### src/ivm_fifo.sv
// buffer: the fifo module sits beside the top module, so no design unit is declared here

### src/ivm_pkg.sv
// package: register map, field layout and constants for the input path volume block
package ivm_pkg;
  // printed offsets are not multiples of four, so they are indices; byte address is index times four
  localparam logic [11:0] IVM_IDX_P2L = 12'h319;
  localparam logic [11:0] IVM_IDX_P2R = 12'h31D;
  localparam logic [11:0] IVM_IDX_P3L = 12'h321;
  localparam logic [13:0] IVM_ADDR_P2L = {IVM_IDX_P2L, 2'b00};
  localparam logic [13:0] IVM_ADDR_P2R = {IVM_IDX_P2R, 2'b00};
  localparam logic [13:0] IVM_ADDR_P3L = {IVM_IDX_P3L, 2'b00};
  localparam int IVM_NCH = 3;
  localparam int IVM_TRIG_BIT = 9;
  localparam int IVM_MUTE_BIT = 8;
  localparam int IVM_GAIN_MSB = 7;
  localparam logic IVM_MUTE_RST = 1'b1;
  localparam logic [7:0] IVM_GAIN_RST = 8'h80;
  localparam logic [7:0] IVM_GAIN_MAX = 8'hBF;
  // internal gain in eighth-dB units: code*4, so one half-dB code step is four fine steps
  localparam int IVM_FINE_PER_CODE = 4;
  localparam logic [9:0] IVM_FINE_RST = 10'h200;
  localparam int IVM_SAMPLE_W = 24;
  localparam int IVM_FIFO_DEPTH = 8;
endpackage

### src/ivm_top.sv
// top: apb registers, staged gain and mute, ramped gain and sample path
`timescale 1ns/1ps
// What this block does
// RL1: writing one to the trigger bit applies all pending gains and mutes together
// RL2: bit 8 per channel mutes; one silences, zero passes; resets muted
// RL3: eight-bit gain code, -64 dB to +31.5 dB in half-dB steps
// RL4: gain resets to 0x80, unity; each code step is half a dB
// RL5: software must not program reserved codes 0xC0 to 0xFF
// RL6: trigger bit is write-only and reads back as zero
// RL7: applied gain ramps internally in 0.125 dB steps
// RL8: gain and mute writes stay pending until the trigger fires
module ivm_top
  import ivm_pkg::*;
(
  input wire logic clk,
  input wire logic rst,
  input wire logic ce,
  input wire logic psel,
  input wire logic penable,
  input wire logic pwrite,
  input wire logic [15:0] paddr,
  input wire logic [31:0] pwdata,
  output logic [31:0] prdata,
  output logic pready,
  output logic pslverr,
  input wire logic in_valid,
  output logic in_ready,
  input wire logic [1:0] in_chan,
  input wire logic [IVM_SAMPLE_W-1:0] in_sample,
  output logic out_valid,
  input wire logic out_ready,
  output logic [1:0] out_chan,
  output logic [IVM_SAMPLE_W-1:0] out_sample,
  output logic [IVM_NCH*10-1:0] applied_fine_gain,
  output logic [IVM_NCH-1:0] applied_silence
);
  localparam int FW = 2 + IVM_SAMPLE_W;

  // apb decode
  wire setup = psel && !penable;
  wire hit_p2l = (paddr[15:2] == {2'b00, IVM_IDX_P2L});
  wire hit_p2r = (paddr[15:2] == {2'b00, IVM_IDX_P2R});
  wire hit_p3l = (paddr[15:2] == {2'b00, IVM_IDX_P3L});
  wire [IVM_NCH-1:0] hit = {hit_p3l, hit_p2r, hit_p2l};
  wire mapped = |hit;
  // writes land at the edge where pready is seen, never in the setup cycle
  wire acc_phase = psel && penable && pready;
  wire wr_now = ce && acc_phase && pwrite && mapped;
  // RL1: trigger from any channel
  wire apply_now = wr_now && pwdata[IVM_TRIG_BIT];

  logic [7:0] pend_gain_q [IVM_NCH];
  logic [IVM_NCH-1:0] pend_mute_q;
  logic [9:0] fine_q [IVM_NCH];
  logic [9:0] target_q [IVM_NCH];
  logic [IVM_NCH-1:0] silence_q;

  // read mux: trigger bit always zero
  logic [31:0] rd_mux;
  always_comb
  begin
    rd_mux = 32'h0000_0000;
    for (int i = 0; i < IVM_NCH; i++)
      if (hit[i])
        // RL6: trigger reads as zero
        rd_mux = {22'h0, 1'b0, pend_mute_q[i], pend_gain_q[i]};
  end

  // no wait state: answer in the first access cycle following setup
  always_ff @(posedge clk)
  begin
    if (rst)
    begin
      pready <= 1'b0;
      pslverr <= 1'b0;
      prdata <= 32'h0000_0000;
    end
    else if (ce)
    begin
      pready <= setup;
      pslverr <= setup && !mapped;
      prdata <= (setup && !pwrite) ? rd_mux : 32'h0000_0000;
    end
  end

  genvar g;
  generate
    for (g = 0; g < IVM_NCH; g++)
    begin : g_ch
      // staged settings, written at the access edge
      always_ff @(posedge clk)
      begin
        if (rst)
        begin
          // RL2: muted at reset
          pend_mute_q[g] <= IVM_MUTE_RST;
          // RL4: unity gain at reset
          pend_gain_q[g] <= IVM_GAIN_RST;
        end
        else if (wr_now && hit[g])
        begin
          // RL8: held pending until trigger
          pend_mute_q[g] <= pwdata[IVM_MUTE_BIT];
          // RL3: eight-bit gain code
          pend_gain_q[g] <= pwdata[IVM_GAIN_MSB:0];
        end
      end

      // target for the ramp; a trigger write also carries its own channel's new value
      wire [7:0] new_gain = hit[g] ? pwdata[IVM_GAIN_MSB:0] : pend_gain_q[g];
      wire new_mute = hit[g] ? pwdata[IVM_MUTE_BIT] : pend_mute_q[g];
      // RL5: reserved codes are clamped to the top valid code, no garbage gain
      wire [7:0] safe_gain = (new_gain > IVM_GAIN_MAX) ? IVM_GAIN_MAX : new_gain;

      always_ff @(posedge clk)
      begin
        if (rst)
        begin
          target_q[g] <= IVM_FINE_RST;
          fine_q[g] <= IVM_FINE_RST;
          silence_q[g] <= IVM_MUTE_RST;
        end
        else if (ce)
        begin
          // RL1: all channels take effect same edge
          if (apply_now)
          begin
            target_q[g] <= {safe_gain, 2'b00};
            silence_q[g] <= new_mute;
          end
          // RL7: eighth-dB ramp steps
          if (fine_q[g] < target_q[g])
            fine_q[g] <= fine_q[g] + 10'd1;
          else if (fine_q[g] > target_q[g])
            fine_q[g] <= fine_q[g] - 10'd1;
        end
      end
    end
  endgenerate

  // sample path: scale by applied gain, zero when silenced
  wire [1:0] ch_sel = (in_chan < 2'(IVM_NCH)) ? in_chan : 2'd0;
  wire [9:0] cur_fine = fine_q[ch_sel];
  // coarse linear approximation: each 6 dB (48 fine) doubles; fraction ignored
  wire signed [10:0] rel = $signed({1'b0, cur_fine}) - $signed({1'b0, IVM_FINE_RST});
  wire signed [10:0] shamt = rel / 11'sd48;
  wire signed [IVM_SAMPLE_W-1:0] s_in = in_sample;
  wire signed [IVM_SAMPLE_W-1:0] scaled = (shamt >= 0) ? (s_in <<< shamt[4:0]) : (s_in >>> (-shamt));
  wire [IVM_SAMPLE_W-1:0] s_out = silence_q[ch_sel] ? '0 : scaled;

  logic fifo_in_ready;
  logic [FW-1:0] fifo_out;
  logic fifo_out_valid;
  assign in_ready = fifo_in_ready;

  ivm_fifo #(.WIDTH(FW), .DEPTH(IVM_FIFO_DEPTH)) u_fifo
  (
    .clk(clk),
    .rst(rst),
    .ce(ce),
    .in_valid(in_valid),
    .in_ready(fifo_in_ready),
    .in_data({ch_sel, s_out}),
    .out_valid(fifo_out_valid),
    .out_ready(out_ready && !out_valid),
    .out_data(fifo_out)
  );

  // registered output stage, one word at a time
  always_ff @(posedge clk)
  begin
    if (rst)
    begin
      out_valid <= 1'b0;
      out_chan <= 2'd0;
      out_sample <= '0;
      applied_fine_gain <= {IVM_FINE_RST, IVM_FINE_RST, IVM_FINE_RST};
      applied_silence <= {IVM_NCH{IVM_MUTE_RST}};
    end
    else if (ce)
    begin
      applied_fine_gain <= {fine_q[2], fine_q[1], fine_q[0]};
      applied_silence <= silence_q;
      if (out_valid && out_ready)
        out_valid <= 1'b0;
      else if (!out_valid && fifo_out_valid && out_ready)
      begin
        out_valid <= 1'b1;
        out_chan <= fifo_out[FW-1:FW-2];
        out_sample <= fifo_out[IVM_SAMPLE_W-1:0];
      end
    end
  end
endmodule

// fifo: parameterised synchronous buffer with valid/ready on both sides
module ivm_fifo
#(
  parameter int WIDTH = 8,
  parameter int DEPTH = 8
)
(
  input wire logic clk,
  input wire logic rst,
  input wire logic ce,
  input wire logic in_valid,
  output logic in_ready,
  input wire logic [WIDTH-1:0] in_data,
  output logic out_valid,
  input wire logic out_ready,
  output logic [WIDTH-1:0] out_data
);
  localparam int AW = $clog2(DEPTH);
  logic [WIDTH-1:0] mem [DEPTH];
  logic [AW-1:0] wr_q;
  logic [AW-1:0] rd_q;
  logic [AW:0] cnt_q;
  logic [AW:0] cnt_d;
  logic rdy_q;
  wire push = ce && in_valid && in_ready;
  wire pop = ce && out_valid && out_ready;

  // ready is registered from the next count, so the top's in_ready is a flop output
  assign cnt_d = cnt_q + (AW+1)'(push) - (AW+1)'(pop);
  assign in_ready = rdy_q;
  assign out_valid = (cnt_q != '0);
  assign out_data = mem[rd_q];

  // pointers wrap by power-of-two depth
  always_ff @(posedge clk)
  begin
    if (rst)
    begin
      wr_q <= '0;
      rd_q <= '0;
      cnt_q <= '0;
      rdy_q <= 1'b1;
    end
    else
    begin
      if (push)
        wr_q <= wr_q + 1'b1;
      if (pop)
        rd_q <= rd_q + 1'b1;
      cnt_q <= cnt_d;
      rdy_q <= (cnt_d != (AW+1)'(DEPTH));
    end
  end

  // storage has no reset
  always_ff @(posedge clk)
  begin
    if (push)
      mem[wr_q] <= in_data;
  end
endmodule

### config.mk
export PLATFORM = sky130hd
export DESIGN_NAME = ivm_top
export DESIGN_NICKNAME = d
export VERILOG_FILES = /design/src/ivm_fifo.sv /design/src/ivm_pkg.sv /design/src/ivm_top.sv
export SDC_FILE = /design/constraint.sdc
export NUM_CORES = 1
export LEC_CHECK = 0
export ABC_AREA = 1
export BUFFER_PORTS_ARGS = -buffer_cell sky130_fd_sc_hd__buf_2
export CAP_MARGIN = 10
export CORE_UTILIZATION = 60
export DETAILED_ROUTE_END_ITERATION = 8
export PLACE_DENSITY_LB_ADDON = 0.12
export SKIP_CTS_REPAIR_TIMING = 1
export SLEW_MARGIN = 20
export SYNTH_ARGS = -nofsm -noshare
export SYNTH_HDL_FRONTEND = slang
export SYNTH_HIERARCHICAL = 1
export SYNTH_SLANG_ARGS = --single-unit
export TNS_END_PERCENT = 50
### constraint.sdc
create_clock -name clk -period 6.5 [get_ports clk]
set_input_delay 0.325 -clock clk [delete_from_list [all_inputs] [get_ports clk]]
set_output_delay 0.325 -clock clk [all_outputs]
set_load 0.1 [all_outputs]
### Word level (Yosys, flattened, before mapping)

Memories as Yosys holds them, arrays and structs flattened. A register that Yosys moved wholly into a read port is not among the register bits.
Cells that the tools add are included.

| word-level totals | value |
|---|---|
| register bits after elaboration | 85 |
| memory bits (writable) | 286 |
| bits of input ports | 82 |
| logic and storage cells | 170 |
| memories kept | 4 |

| operators by class | value |
|---|---|
| add/sub/neg operators | 12 |
| div/mod/pow operators | 1 |
| $lt $le $gt $ge | 12 |
| eq/ne operators | 4 |
| shift operators | 2 |
| multiplexer cells | 76 |
| bitwise operators | 13 |
| reduce and logical (&&, ||, !) cells | 30 |

Memory list:

| memory | words | bits a word | read ports | clocked after memory_dff | wr ports | line | source |
|---|---|---|---|---|---|---|---|
| u_fifo.mem | 8 | 26 | 1 | 1 | 1 | ivm_top.sv:214 | `logic [WIDTH-1:0] mem [DEPTH];` |
| fine_q | 3 | 10 | 4 | 0 | 3 | ivm_top.sv:54 | `logic [9:0] fine_q [IVM_NCH];` |
| pend_gain_q | 3 | 8 | 3 | 0 | 3 | ivm_top.sv:52 | `logic [7:0] pend_gain_q [IVM_NCH];` |
| target_q | 3 | 8 | 3 | 0 | 3 | ivm_top.sv:55 | `logic [9:0] target_q [IVM_NCH];` |

Operator list:

| cell | number |
|---|---|
| 2-to-1 mux 32 bit | 3 |
| 2-to-1 mux 8 bit | 12 |
| 2-to-1 mux 10 bit | 6 |
| 2-to-1 mux 1 bit | 50 |
| 2-to-1 mux 24 bit | 2 |
| == test 14 x 10 -> 1 bit, second input constant | 3 |
| adder 10 x 1 -> 10 bit, second input constant | 3 |
| greater-than comparator 10 bit | 3 |
| less-than comparator 10 bit | 3 |
| subtractor 10 x 1 -> 10 bit, second input constant | 3 |
| greater-than comparator 8 bit, second input constant | 3 |
| <<< shifter 24 x 5 -> 24 bit | 1 |
| >>> shifter 24 x 11 -> 24 bit | 1 |
| logical AND 1 bit | 20 |
| bitwise OR 1 bit | 12 |
| divider 11 x 7 -> 11 bit, second input constant | 1 |
| greater-or-equal comparator 11 x 1 -> 1 bit, second input constant | 1 |
| negator 11 bit | 1 |
| subtractor 10 x 10 -> 11 bit, second input constant | 1 |
| 2-to-1 mux 9 bit | 1 |
| adder 3 x 1 -> 3 bit, second input constant | 2 |
| adder 4 x 1 -> 4 bit | 1 |
| logical NOT 1 bit | 4 |
| inequality test 4 bit, second input constant | 1 |
| 11 further kinds | 12 |

### Depth between registers and ports, before layout

Gate-level depths: netlist of run 1.

| logic depth | value |
|---|---|
| depth after elaboration | 11 |
| gate-level depth with buffers | 49 |

### Cells and area by module

Netlist of run 1, hierarchy kept.

By module, submodules not included:

| module | instances | cells an instance | area each (µm²) | seq. area each (µm²) |
|---|---|---|---|---|
| ivm_top | 1 | 1716 | 11489.8 | 3883.7 |
| ivm_fifo | 1 | 788 | 8996.1 | 6526.3 |

### Least setup slack after synthesis of run 1

No wires, ideal clock.

| timing path | value |
|---|---|
| kind | input port to flip-flop |
| start point | input in_chan[1] |
| end point | memory u_fifo/mem[0][8] in the netlist's numbering (data pin) |
| library setup time | 0.224 ns |
| arrival time | 5.407 ns |
| setup slack | 0.870 ns |
| stages on the path | 45 |
| buffers on the path | 3 |
| path through | inv_2 > nand2_4 > nand2_4 > inv_2 > nand2_1 > nand2_1 > inv_1 > ha_1 > nand4_1 > nor2_1 > nand3_2 > nand2_1 > nand2_1 > nand2_2 > nand2_2 > nand3_2 > nand2_2 > nand2_2 > [... 9 more ...] > nand2_4 > clkbuf_1 > ha_1 > inv_1 > nor2_1 > nand3_1 > nor2_1 > nand3_4 > nand3_4 > buf_4 > nand3_1 > nand3_1 > nand3_1 > nand3_1 > nand2_1 > nand2_1 > nand2_1 > a21oi_1 |

| on the way | value |
|---|---|
| word-level cells in the longest chain between the ends | 9 |
| elaborated cells between the ends (all ways) | 13 |
| classes of those cells | 2 x add/sub; 1 x div; 2 x order compare; 2 x shift; 5 x mux; 1 x memory |

RTL lines:

| what | line | source |
|---|---|---|
| from (decl) | ivm_top.sv:28 | `input wire logic [1:0] in_chan,` |
| less-than comparator 2 bit | ivm_top.sv:142 | `wire [1:0] ch_sel = (in_chan < 2'(IVM_NCH)) ? in_chan : 2'd0;` |
| 2-to-1 mux 2 bit (*) | ivm_top.sv:142 |  |
| memory (3 x 10 bit) | - |  |
| subtractor 10 x 10 -> 11 bit | ivm_top.sv:145 | `wire signed [10:0] rel = $signed({1'b0, cur_fine}) - $signed({1'b0, IVM_FINE_RST});` |
| divider 11 x 7 -> 11 bit | ivm_top.sv:146 | `wire signed [10:0] shamt = rel / 11'sd48;` |
| negator 11 bit | ivm_top.sv:148 | `wire signed [IVM_SAMPLE_W-1:0] scaled = (shamt >= 0) ? (s_in <<< shamt[4:0]) : (s_in >>> (-shamt));` |
| >>> shifter 24 x 11 -> 24 bit | ivm_top.sv:148 |  |
| 2-to-1 mux 24 bit | ivm_top.sv:148 |  |
| 2-to-1 mux 24 bit (*) | ivm_top.sv:149 | `wire [IVM_SAMPLE_W-1:0] s_out = silence_q[ch_sel] ? '0 : scaled;` |
| named net s_out[8] | ivm_top.sv:149 |  |
| to (decl) | ivm_top.sv:214 |  |

The timed path passes the listed nets; every way through them passes the cells marked *. The select of a mux whose other input is x is not followed.

==> flow_metrics.env, run 1 <==
export IMPL_vias_per_cell=5.77
export IMPL_switching_power_uw=4690
export IMPL_ys_async_sr_fraction_pct=0
export IMPL_drt_wl_total_um=55200
export IMPL_status="complete, no violations"
export IMPL_grt_pass1_wl_um=85800
export IMPL_worstPathMaxFanout=29
export IMPL_wl_per_cell_um=17.9
export IMPL_maxCapViolations=0
export IMPL_ys_types=48
export IMPL_met1Wirelength_um=23700
export IMPL_yosysWarnings=6
export IMPL_setup_tns_final_ns=0
export IMPL_worstPathArrival_ns=6.12
export IMPL_p_leak_uw=0.00979
export IMPL_rows=67
export IMPL_peakVddDrop_mv=1.16
export IMPL_routed_wl_met3_um=4470
export IMPL_rr_worst_depth=38
export IMPL_ys_flop_type="edfxtp_1"
export IMPL_synth_edf_count=286
export IMPL_finalPower_uw=10300
export IMPL_setup_violations=0
export IMPL_required_ns=6.73
export IMPL_drive_gt1_share_pct=11.6
export IMPL_path_class="flop to flop"
export IMPL_yosysSeqAreaShare_pct=50.8
export IMPL_grt_pass1_vias=16026
export IMPL_insertion_delay_ns=0.54
export IMPL_drt_iter0_drc=1774
export IMPL_io_pins=177
export IMPL_crit_path_max_incr_delay_ns=0.56
export IMPL_post_route_period_util_pct=90.5
export IMPL_slew_viol_final=0
export IMPL_fmax_mhz=170
export IMPL_worst_pin_slew_ns=1.14
export IMPL_placeableCoreArea_um2=33500
export IMPL_power_density_nw_per_um2=453
export IMPL_htreeDepth=2
export IMPL_end_kind="flop"
export IMPL_dp_slack_ns=0.307
export IMPL_critPathBufInv=6
export IMPL_min_from="psel"
export IMPL_hold_path_class="primary input to flop"
export IMPL_finish_instance_area_um2=22700
export IMPL_utilization_pct=67.7
export IMPL_reg2reg_from="fine_q[2][0]"
export IMPL_ant_nets=0
export IMPL_p_clk_share_pct=22.0
export IMPL_n_antenna_cell=0
export IMPL_path_delay_family="simple AND/OR/NAND/NOR gates"
export IMPL_critPathMostFrequentCell="nand2_1"
export IMPL_grt_overflow=0
export IMPL_root_buffer="clkbuf_16"
export IMPL_grt_max_degree=105
export IMPL_r2r_end="u_fifo/mem[5][12]"
export IMPL_slew_headroom_pct=23.9
export IMPL_critPathSlowestCell="a21oi_1"
export IMPL_synth_seq_cells=377
export IMPL_vias=17752
export IMPL_clock_sinks=377
export IMPL_grt_use_total_pct=31.3
export IMPL_syn_area_per_cell_um2=8.18
export IMPL_p_int_uw=5580
export IMPL_antenna_found_initial=1
export IMPL_hold_violations=0
export IMPL_switching_share_pct=45.7
export IMPL_min_path_cells=3
export IMPL_topRoutingLayerUsed="met5"
export IMPL_netlist_area_um2=20500
export IMPL_port_buffers=129
export IMPL_reg2reg_slack_ns=0.62
export IMPL_rsz0062_at_grt="yes"
export IMPL_gp_congestion=0.953
export IMPL_path_clk_slew_ns=0.06
export IMPL_nNetsFinal=2729
export IMPL_drc=0
export IMPL_tritoncts="done"
export IMPL_start_util_pct=61.1
export IMPL_die_w_um=187
export IMPL_period_minus_slack_ns=5.88
export IMPL_seqPwrFrac_pct=29.5
export IMPL_min_to="pready"
export IMPL_clock_skew_ns=0.0136
export IMPL_clockBufferDepth=3
export IMPL_die_y_um=187
export IMPL_cts_made_buffers=40
export IMPL_pwr_share_comb_pct=48.5
export IMPL_wl_met2_um=25500
export IMPL_place_area_um2=21400
export IMPL_crit_path_start_kind="flop"
export IMPL_synth_cells=2504
export IMPL_area_delta_synth_final_pct=10.8
export IMPL_fin_ws_ns=0.615
export IMPL_first_pass_iters=6
export IMPL_die_area_um2=34900
export IMPL_dp_hpwl_um=37400
[placed cells by master (no fill, tap or decap), types with 9 or more instances in the layout]
master / Yosys / final
a21oi_1: 111 / 104
a31oi_1: 13 / 13
buf_2: 34 / 129
buf_4: 27 / 43
clkbuf_1: 60 / 13
clkbuf_16: 0 / 40
conb_1: 1 / 23
dfxtp_1: 91 / 89
edfxtp_1: 286 / 286
ha_1: 47 / 47
inv_1: 200 / 199
inv_2: 9 / 10
nand2_1: 537 / 537
nand3_1: 220 / 220
nand4_1: 23 / 23
nor2_1: 403 / 394
nor2_2: 12 / 21
nor3_1: 22 / 21
o211ai_1: 29 / 29
o21ai_0: 178 / 178
o21ai_1: 79 / 79
o221ai_1: 9 / 9
or2_2: 11 / 11
xor2_1: 19 / 19
[area by class of cell]
type | count | area (µm²)
fillers | 2707 | 10800
flip-flops and latches | 377 | 10400
inverters | 214 | 806
clock inverters | 17 | 204
multi-input cells | 1793 | 8650
well taps | 448 | 561
repair buffers | 172 | 968
clock buffers | 56 | 1090
[cells in the mapped netlist, types with 12 or more instances]
cell      count  area [µm²]
nand2_1     537        2020
nor2_1      403        1510
edfxtp_1    286        8590
nand3_1     220        1100
inv_1       200         751
o21ai_0     178         891
a21oi_1     111         556
dfxtp_1      91        1820
o21ai_1      79         395
clkbuf_1     60         225
ha_1         47         588
buf_2        34         170
o211ai_1     29         218
buf_4        27         203
nand4_1      23         144
nor3_1       22         110
xor2_1       19         166
a31oi_1      13        81.3
nor2_2       12        75.1
[per-layer routing]
layer,up-vias,global-route usage [%]
li1,8577,-
met1,8318,43.4
met2,740,50.3
met3,115,5.30
met4,2,9.84
met5,-,0
[through the flow]
| stage | instances | hold slack [ns] |
|---|---|---|
| 3_3_place_gp | 3004 | 0.437 |
| 6_report | 3077 | 0.107 |
| 2_1_floorplan | 2526 | 0.446 |
| 4_1_cts | 3077 | 0.0921 |
| 3_5_place_dp | 3004 | 0.447 |
| 5_1_grt | 3077 | 0.130 |
[how the worst max path moves through the flow]
stage | cells past startpoint | startpoint | endpoint | slack (ns)
2_1_floorplan | 45 | in_chan[1] | u_fifo/mem[0][8] | 0.87
3_3_place_gp | 42 | in_chan[1] | u_fifo/mem[0][0] | 0.44
3_5_place_dp | 42 | in_chan[1] | u_fifo/mem[2][0] | 0.31
4_1_cts | 40 | fine_q[2][0] | u_fifo/mem[1][0] | 0.53
5_1_grt | 38 | fine_q[2][0] | u_fifo/mem[5][12] | -0.001
6_report | 38 | fine_q[2][0] | u_fifo/mem[5][12] | 0.62
[flip-flops by register name, summed over array words and instances, names as in the netlist, 2 cells and up, named ones only]
signal and cells:
applied_fine_gain 30, applied_silence 3, fine_q 30, out_chan 2, out_sample 24, pend_gain_q 24, pend_mute_q 3, prdata 9
silence_q 3, target_q 24, u_fifo/cnt_q 4, u_fifo/mem 208, u_fifo/rd_q 3, u_fifo/wr_q 3
[cells by family (layout without fill, tap and decap cells)]
logic type / after synthesis / in the layout / synth area share (%)
and+or+nand+nor: 1255 / 1255 / 25.7
xor gates and xnor gates: 21 / 21 / 0.934
DFF: 377 / 377 / 50.8
other: 1 / 23 / 0.0183
adders and majority gates: 49 / 49 / 3.07
AOI/OAI and AO/OA: 445 / 445 / 11.8
buffers and inverters: 356 / 459 / 7.64
[power by group through the flow]
stage	Combinational (µW)	Sequential [µW]	Clock, µW
CTS	4860	3030	2290
global route	5480	3050	2370
global placement	4800	3070	0
floorplan	3290	3410	0
finish	4980	3030	2260
detailed placement	4840	3080	0
[tightest hold or removal path, delay by kind of cell]
| family | cells | cell delay [ns] |
|---|---|---|
| buf+inv | 1 | 0.11 |
| compound gates | 1 | 0.06 |
| simple gates | 1 | 0.09 |
(Power assumes the default switching activity.)
==> inputs of run 2 (changes only) <==
--- a/config.mk
+++ b/config.mk
@@ -8,7 +8,7 @@
 export ABC_AREA = 1
 export BUFFER_PORTS_ARGS = -buffer_cell sky130_fd_sc_hd__buf_2
 export CAP_MARGIN = 10
-export CORE_UTILIZATION = 60
+export CORE_UTILIZATION = 61
 export DETAILED_ROUTE_END_ITERATION = 8
 export PLACE_DENSITY_LB_ADDON = 0.12
 export SKIP_CTS_REPAIR_TIMING = 1
==> flow_metrics.env, run 2 (synthesis results as in run 1) <==
export IMPL_slew_headroom_pct=25.0
export IMPL_clock_skew_ns=0.0293
export IMPL_worst_pin_slew_ns=1.12
export IMPL_dp_cells=2993
export IMPL_fmax_mhz=171
export IMPL_tritoncts="done"
export IMPL_die_y_um=185
export IMPL_cts_made_buffers=40
export IMPL_power_density_nw_per_um2=450
export IMPL_worstPathArrival_ns=6.11
export IMPL_grt_pass1_wl_um=83300
export IMPL_gp_congestion=0.959
export IMPL_largest_reg_flops=208
export IMPL_maxCapViolations=0
export IMPL_status="complete, no violations"
export IMPL_nNetsFinal=2725
export IMPL_grt_overflow=0
export IMPL_crit_path_start_kind="flop"
export IMPL_grt_max_degree=105
export IMPL_critPathMostFrequentCell="nand2_1"
export IMPL_finish_instance_area_um2=22700
export IMPL_worstPathMaxFanout=23
export IMPL_root_buffer="clkbuf_16"
export IMPL_period_minus_slack_ns=5.84
export IMPL_die_w_um=185
export IMPL_rows=66
export IMPL_top_regs="u_fifo/mem: 208 flops, applied_fine_gain: 30 flops, fine_q: 30 flops"
export IMPL_path_clk_slew_ns=0.06
export IMPL_antenna_found_initial=0
export IMPL_drc=0
export IMPL_path_delay_family="simple AND/OR/NAND/NOR gates"
export IMPL_critPathSlowestCell="edfxtp_1"
export IMPL_end_kind="flop"
export IMPL_clock_sinks=377
export IMPL_place_area_um2=21300
export IMPL_setup_tns_final_ns=0
export IMPL_drt_wl_total_um=54200
export IMPL_setup_violations=0
export IMPL_rsz0062_at_grt="no"
export IMPL_ant_nets=0
export IMPL_slew_viol_final=0
export IMPL_n_antenna_cell=0
export IMPL_drt_iter0_drc=1644
export IMPL_grt_pass1_vias=15773
export IMPL_crit_path_max_incr_delay_ns=0.40
export IMPL_final_common_cell="nand2_1"
export IMPL_vias=17633
export IMPL_die_area_um2=34300
export IMPL_htreeDepth=2
export IMPL_fin_ws_ns=0.658
export IMPL_vias_per_cell=5.75
export IMPL_insertion_delay_ns=0.54
export IMPL_hold_path_class="primary input to flop"
export IMPL_first_pass_iters=6
export IMPL_hold_violations=0
export IMPL_dp_slack_ns=0.268
export IMPL_port_buffers=129
export IMPL_utilization_pct=69.2
export IMPL_io_pins=177
export IMPL_critPathBufInv=6
export IMPL_placeableCoreArea_um2=32800
export IMPL_drive_gt1_share_pct=11.8
export IMPL_area_delta_synth_final_pct=10.8
export IMPL_top_register="u_fifo/mem"
export IMPL_start_util_pct=62.5
export IMPL_post_route_period_util_pct=89.9
export IMPL_instances_no_fill=3067
export IMPL_peakVddDrop_mv=0.760
export IMPL_path_class="flop to flop"
export IMPL_required_ns=6.77
export IMPL_grt_use_total_pct=31.3
export IMPL_wl_per_cell_um=17.7
export IMPL_dp_hpwl_um=36700
export IMPL_clockBufferDepth=3
export IMPL_p_leak_uw=0.00976
export IMPL_layout_common_cells="nand2_1 (536), nor2_1 (392), edfxtp_1 (286), nand3_1 (220), inv_1 (199)"
## run 2: cell type report
class | count | area [µm²]
Fill cell | 2668 | 10100
Timing Repair Buffer | 167 | 931
Clock buffer | 58 | 1130
Clock inverter | 15 | 170
Tap cell | 442 | 553
Multi-Input combinational cell | 1794 | 8700
Sequential cell | 377 | 10400
Inverter | 214 | 806
## run 2: path summary, 6_finish.rpt
path	start	endpoint	slack (ns)	depth (start not counted)
worst max-delay path	fine_q[2][0]	u_fifo/mem[3][3]	0.66	42
worst max register to register	fine_q[2][0]	u_fifo/mem[3][3]	0.66	42
worst min register to register	prdata[3]	prdata[3]	0.47	2
worst min-delay path	psel	pready	0.10	3
## run 2: layer usage
layer  track usage, %  part of all wire, %  up-vias
li1                 -                    -     8572
met5                0                    0        -
met2             51.9                   48      746
met1             43.2                   42     8223
met4             8.56                  2.2        0
met3             3.87                  7.8       92
## run 2: where the power goes
part,switching (µW),total (µW),leakage [µW],internal [µW]
sequential,142,3020,0.00346,2880
combinational,3620,4950,0.00567,1330
clock,915,2250,0.000628,1330
## run 2: per-stage QoR
stage | power [µW] | hold slack [ns]
after floorplan | 6700 | 0.446
after global placement | 7790 | 0.452
after detailed placement | 7840 | 0.460
after CTS | 10100 | 0.0841
after global routing | 10800 | 0.0993
final | 10200 | 0.103
## run 2: worst min-delay path, cell delays in order
cell     delay (ns)
buf_2          0.11
nand3_1        0.09
a21oi_1        0.06
==> inputs of run 3 (changes only) <==
--- a/config.mk
+++ b/config.mk
@@ -5,9 +5,7 @@
 export SDC_FILE = /design/constraint.sdc
 export NUM_CORES = 1
 export LEC_CHECK = 0
-export ABC_AREA = 1
 export BUFFER_PORTS_ARGS = -buffer_cell sky130_fd_sc_hd__buf_2
-export CAP_MARGIN = 10
 export CORE_UTILIZATION = 61
 export DETAILED_ROUTE_END_ITERATION = 8
 export PLACE_DENSITY_LB_ADDON = 0.12
==> flow_metrics.env, run 3 <==
export IMPL_fin_ws_ns=0.443
export IMPL_multiInputGateArea_um2=9470
export IMPL_netlist_area_um2=20500
export IMPL_clock_skew_ns=0.0300
export IMPL_cp_depth=28
export IMPL_dp_hpwl_um=35400
export IMPL_layout_common_cells="edfxtp_1 (286), nand2_1 (216), nor2_1 (130), buf_2 (128), mux2i_1 (104)"
export IMPL_synth_edf_count=286
export IMPL_yosysWarnings=6
export IMPL_yosysSeqAreaShare_pct=50.7
export IMPL_n_fill_cell=2349
export IMPL_synth_top_area_share_pct=41.8
export IMPL_yosysTopAreaCell="edfxtp_1"
export IMPL_grt_pass1_vias=14483
export IMPL_rr_worst_depth=28
export IMPL_placeableCoreArea_um2=32800
export IMPL_dp_slack_ns=0.0805
export IMPL_hold_path_class="primary input to flop"
export IMPL_peakVddDrop_mv=0.663
export IMPL_setup_tns_final_ns=0
export IMPL_reg2reg_from="fine_q[1][0]"
export IMPL_n_antenna_cell=0
export IMPL_wl_per_cell_um=22.1
export IMPL_top_register="u_fifo/mem"
export IMPL_crit_path_start_kind="flop"
export IMPL_synthTopCellsByArea="edfxtp_1 (42%), dfxtp_1 (8.9%), mux4_2 (8.1%), mux2i_1 (5.1%), nand2_1 (4.0%)"
export IMPL_drt_wl_total_um=53000
export IMPL_top_regs="u_fifo/mem: 208 flops, applied_fine_gain: 30 flops, fine_q: 30 flops"
export IMPL_synth_seq_cells=377
export IMPL_ys_types=105
export IMPL_tritoncts="done"
export IMPL_syn_area_per_cell_um2=11.6
export IMPL_period_minus_slack_ns=6.06
export IMPL_clockBufferDepth=3
export IMPL_worstPathMaxFanout=9
export IMPL_min_to="out_valid"
export IMPL_ys_flop_type="edfxtp_1"
export IMPL_hold_violations=0
export IMPL_path_class="flop to flop"
export IMPL_grt_pass1_wl_um=81600
export IMPL_grt_use_total_pct=31.2
export IMPL_status="complete, no violations"
export IMPL_min_from="out_ready"
export IMPL_die_area_um2=34400
export IMPL_setup_violations=0
export IMPL_path_clk_slew_ns=0.06
export IMPL_critPathSlowestCell="edfxtp_1"
export IMPL_die_w_um=185
export IMPL_min_path_cells=4
export IMPL_p_leak_uw=0.00887
export IMPL_slew_headroom_pct=34.7
export IMPL_required_ns=6.71
export IMPL_cts_made_buffers=38
export IMPL_port_buffers=129
export IMPL_post_route_period_util_pct=93.2
export IMPL_grt_overflow=0
export IMPL_worst_pin_slew_ns=0.979
export IMPL_seq_area_um2=10400
export IMPL_critPathMostFrequentCell="buf_4"
export IMPL_largest_reg_flops=208
export IMPL_rows=66
export IMPL_die_y_um=185
export IMPL_start_util_pct=62.6
export IMPL_drt_iter0_drc=1613
export IMPL_end_kind="flop"
export IMPL_power_density_nw_per_um2=376
export IMPL_grt_max_degree=66
export IMPL_vias_per_cell=6.32
export IMPL_final_common_cell="edfxtp_1"
export IMPL_synth_most_common_cell="edfxtp_1"
export IMPL_reg2reg_slack_ns=0.44
export IMPL_clock_sinks=377
export IMPL_slew_viol_final=0
export IMPL_r2r_end="u_fifo/mem[4][17]"
export IMPL_synth_top_cells_by_count="edfxtp_1 (286), nand2_1 (216), nor2_1 (136), mux2i_1 (105), a21oi_1 (94)"
export IMPL_area_delta_synth_final_pct=13.6
export IMPL_nNetsFinal=2056
export IMPL_critPathBufInv=7
export IMPL_drc=0
export IMPL_drive_gt1_share_pct=23.5
export IMPL_root_buffer="clkbuf_16"
export IMPL_maxCapViolations=0
export IMPL_worstPathArrival_ns=6.26
export IMPL_io_pins=177
export IMPL_vias=15159
export IMPL_path_delay_family="simple AND/OR/NAND/NOR gates"
export IMPL_htreeDepth=2
export IMPL_synth_cells=1765
export IMPL_insertion_delay_ns=0.53
export IMPL_antenna_found_initial=1
export IMPL_ys_async_sr_fraction_pct=0
export IMPL_ant_nets=0
export IMPL_fmax_mhz=165
export IMPL_first_pass_iters=5
export IMPL_gp_congestion=1.01
export IMPL_crit_path_max_incr_delay_ns=0.43
[run 3: changes by cell type after synthesis, sizes merged, moves of 105 or more]
cell,previous run,this run
o21ai,258,49
nor2,416,139
inv,210,53
mux2i,0,105
nand2,549,217
nand3,227,31
[run 3: final cells by class]
type                            instances  share of cell area [%]
Sequential cell                       377                    44.7
Timing Repair Buffer                  222                    5.98
Clock buffer                           53                    4.54
Tap cell                              442                    2.37
Multi-Input combinational cell       1232                    40.6
Inverter                               54                   0.880
Clock inverter                         17                   0.934
[run 3: worst max path at each step]
stage                            start                 to  slack [ns]
after global routing      fine_q[1][1]  u_fifo/mem[6][12]      -0.008
after detailed placement    in_chan[0]  u_fifo/mem[1][14]        0.08
final                     fine_q[1][0]  u_fifo/mem[4][17]        0.44
after global placement      in_chan[0]   u_fifo/mem[1][4]        0.09
after CTS                 fine_q[1][1]  u_fifo/mem[7][10]        0.14
after floorplan           fine_q[1][0]   u_fifo/mem[0][1]        0.02
[run 3: power by group]
part | internal [µW] | total (µW) | switching [µW] | leakage [µW]
Sequential | 2710 | 2830 | 116 | 0.00350
Clock | 1310 | 2220 | 910 | 0.000608
Combinational | 1360 | 3710 | 2350 | 0.00476
Total | 5380 | 8760 | 3380 | 0.00887
[run 3: cells by family (layout without fill, tap and decap cells)]
kind of cell | count (synthesis) | count (layout) | synth area share (%)
and+or+nand+nor | 574 | 574 | 13.4
DFF | 377 | 377 | 50.7
xor gates and xnor gates | 30 | 30 | 1.62
AOI/OAI and AO/OA | 341 | 341 | 11.7
buffers and inverters | 178 | 346 | 4.24
other | 1 | 23 | 0.0183
adders and majority gates | 50 | 50 | 3.11
muxes | 214 | 214 | 15.2
[run 3: through the flow]
stage | hold slack, ns | cell area (µm²) | power [µW] | utilization, % | std cells
after detailed placement | 0.444 | 21900 | 6430 | 66.8 | 2323
after global placement | 0.440 | 21900 | 6410 | 66.8 | 2323
final | 0.150 | 23300 | 8760 | 71.1 | 2397
after floorplan | 0.461 | 20600 | 5490 | - | 1787
after global routing | 0.158 | 23300 | 9120 | 71.1 | 2397
after CTS | 0.136 | 23200 | 8650 | 70.7 | 2393
[run 3: worst reg2reg max path: cells and delay by family (launching register included)]
family          cells  cell delay, ns
simple gates       10            1.97
compound gates      8            1.66
buf+inv             7            0.97
fa+ha+maj           3            0.69
flops               1            0.43
[run 3: metal layers]
| metal | vias up | GRT usage, % | wire [µm] |
|---|---|---|---|
| li1 | 6933 | - | - |
| met1 | 7396 | 45.1 | 23000 |
| met2 | 742 | 49.0 | 24500 |
| met3 | 86 | 5.19 | 4490 |
| met4 | 2 | 8.26 | 1050 |
| met5 | - | 0 | 13 |
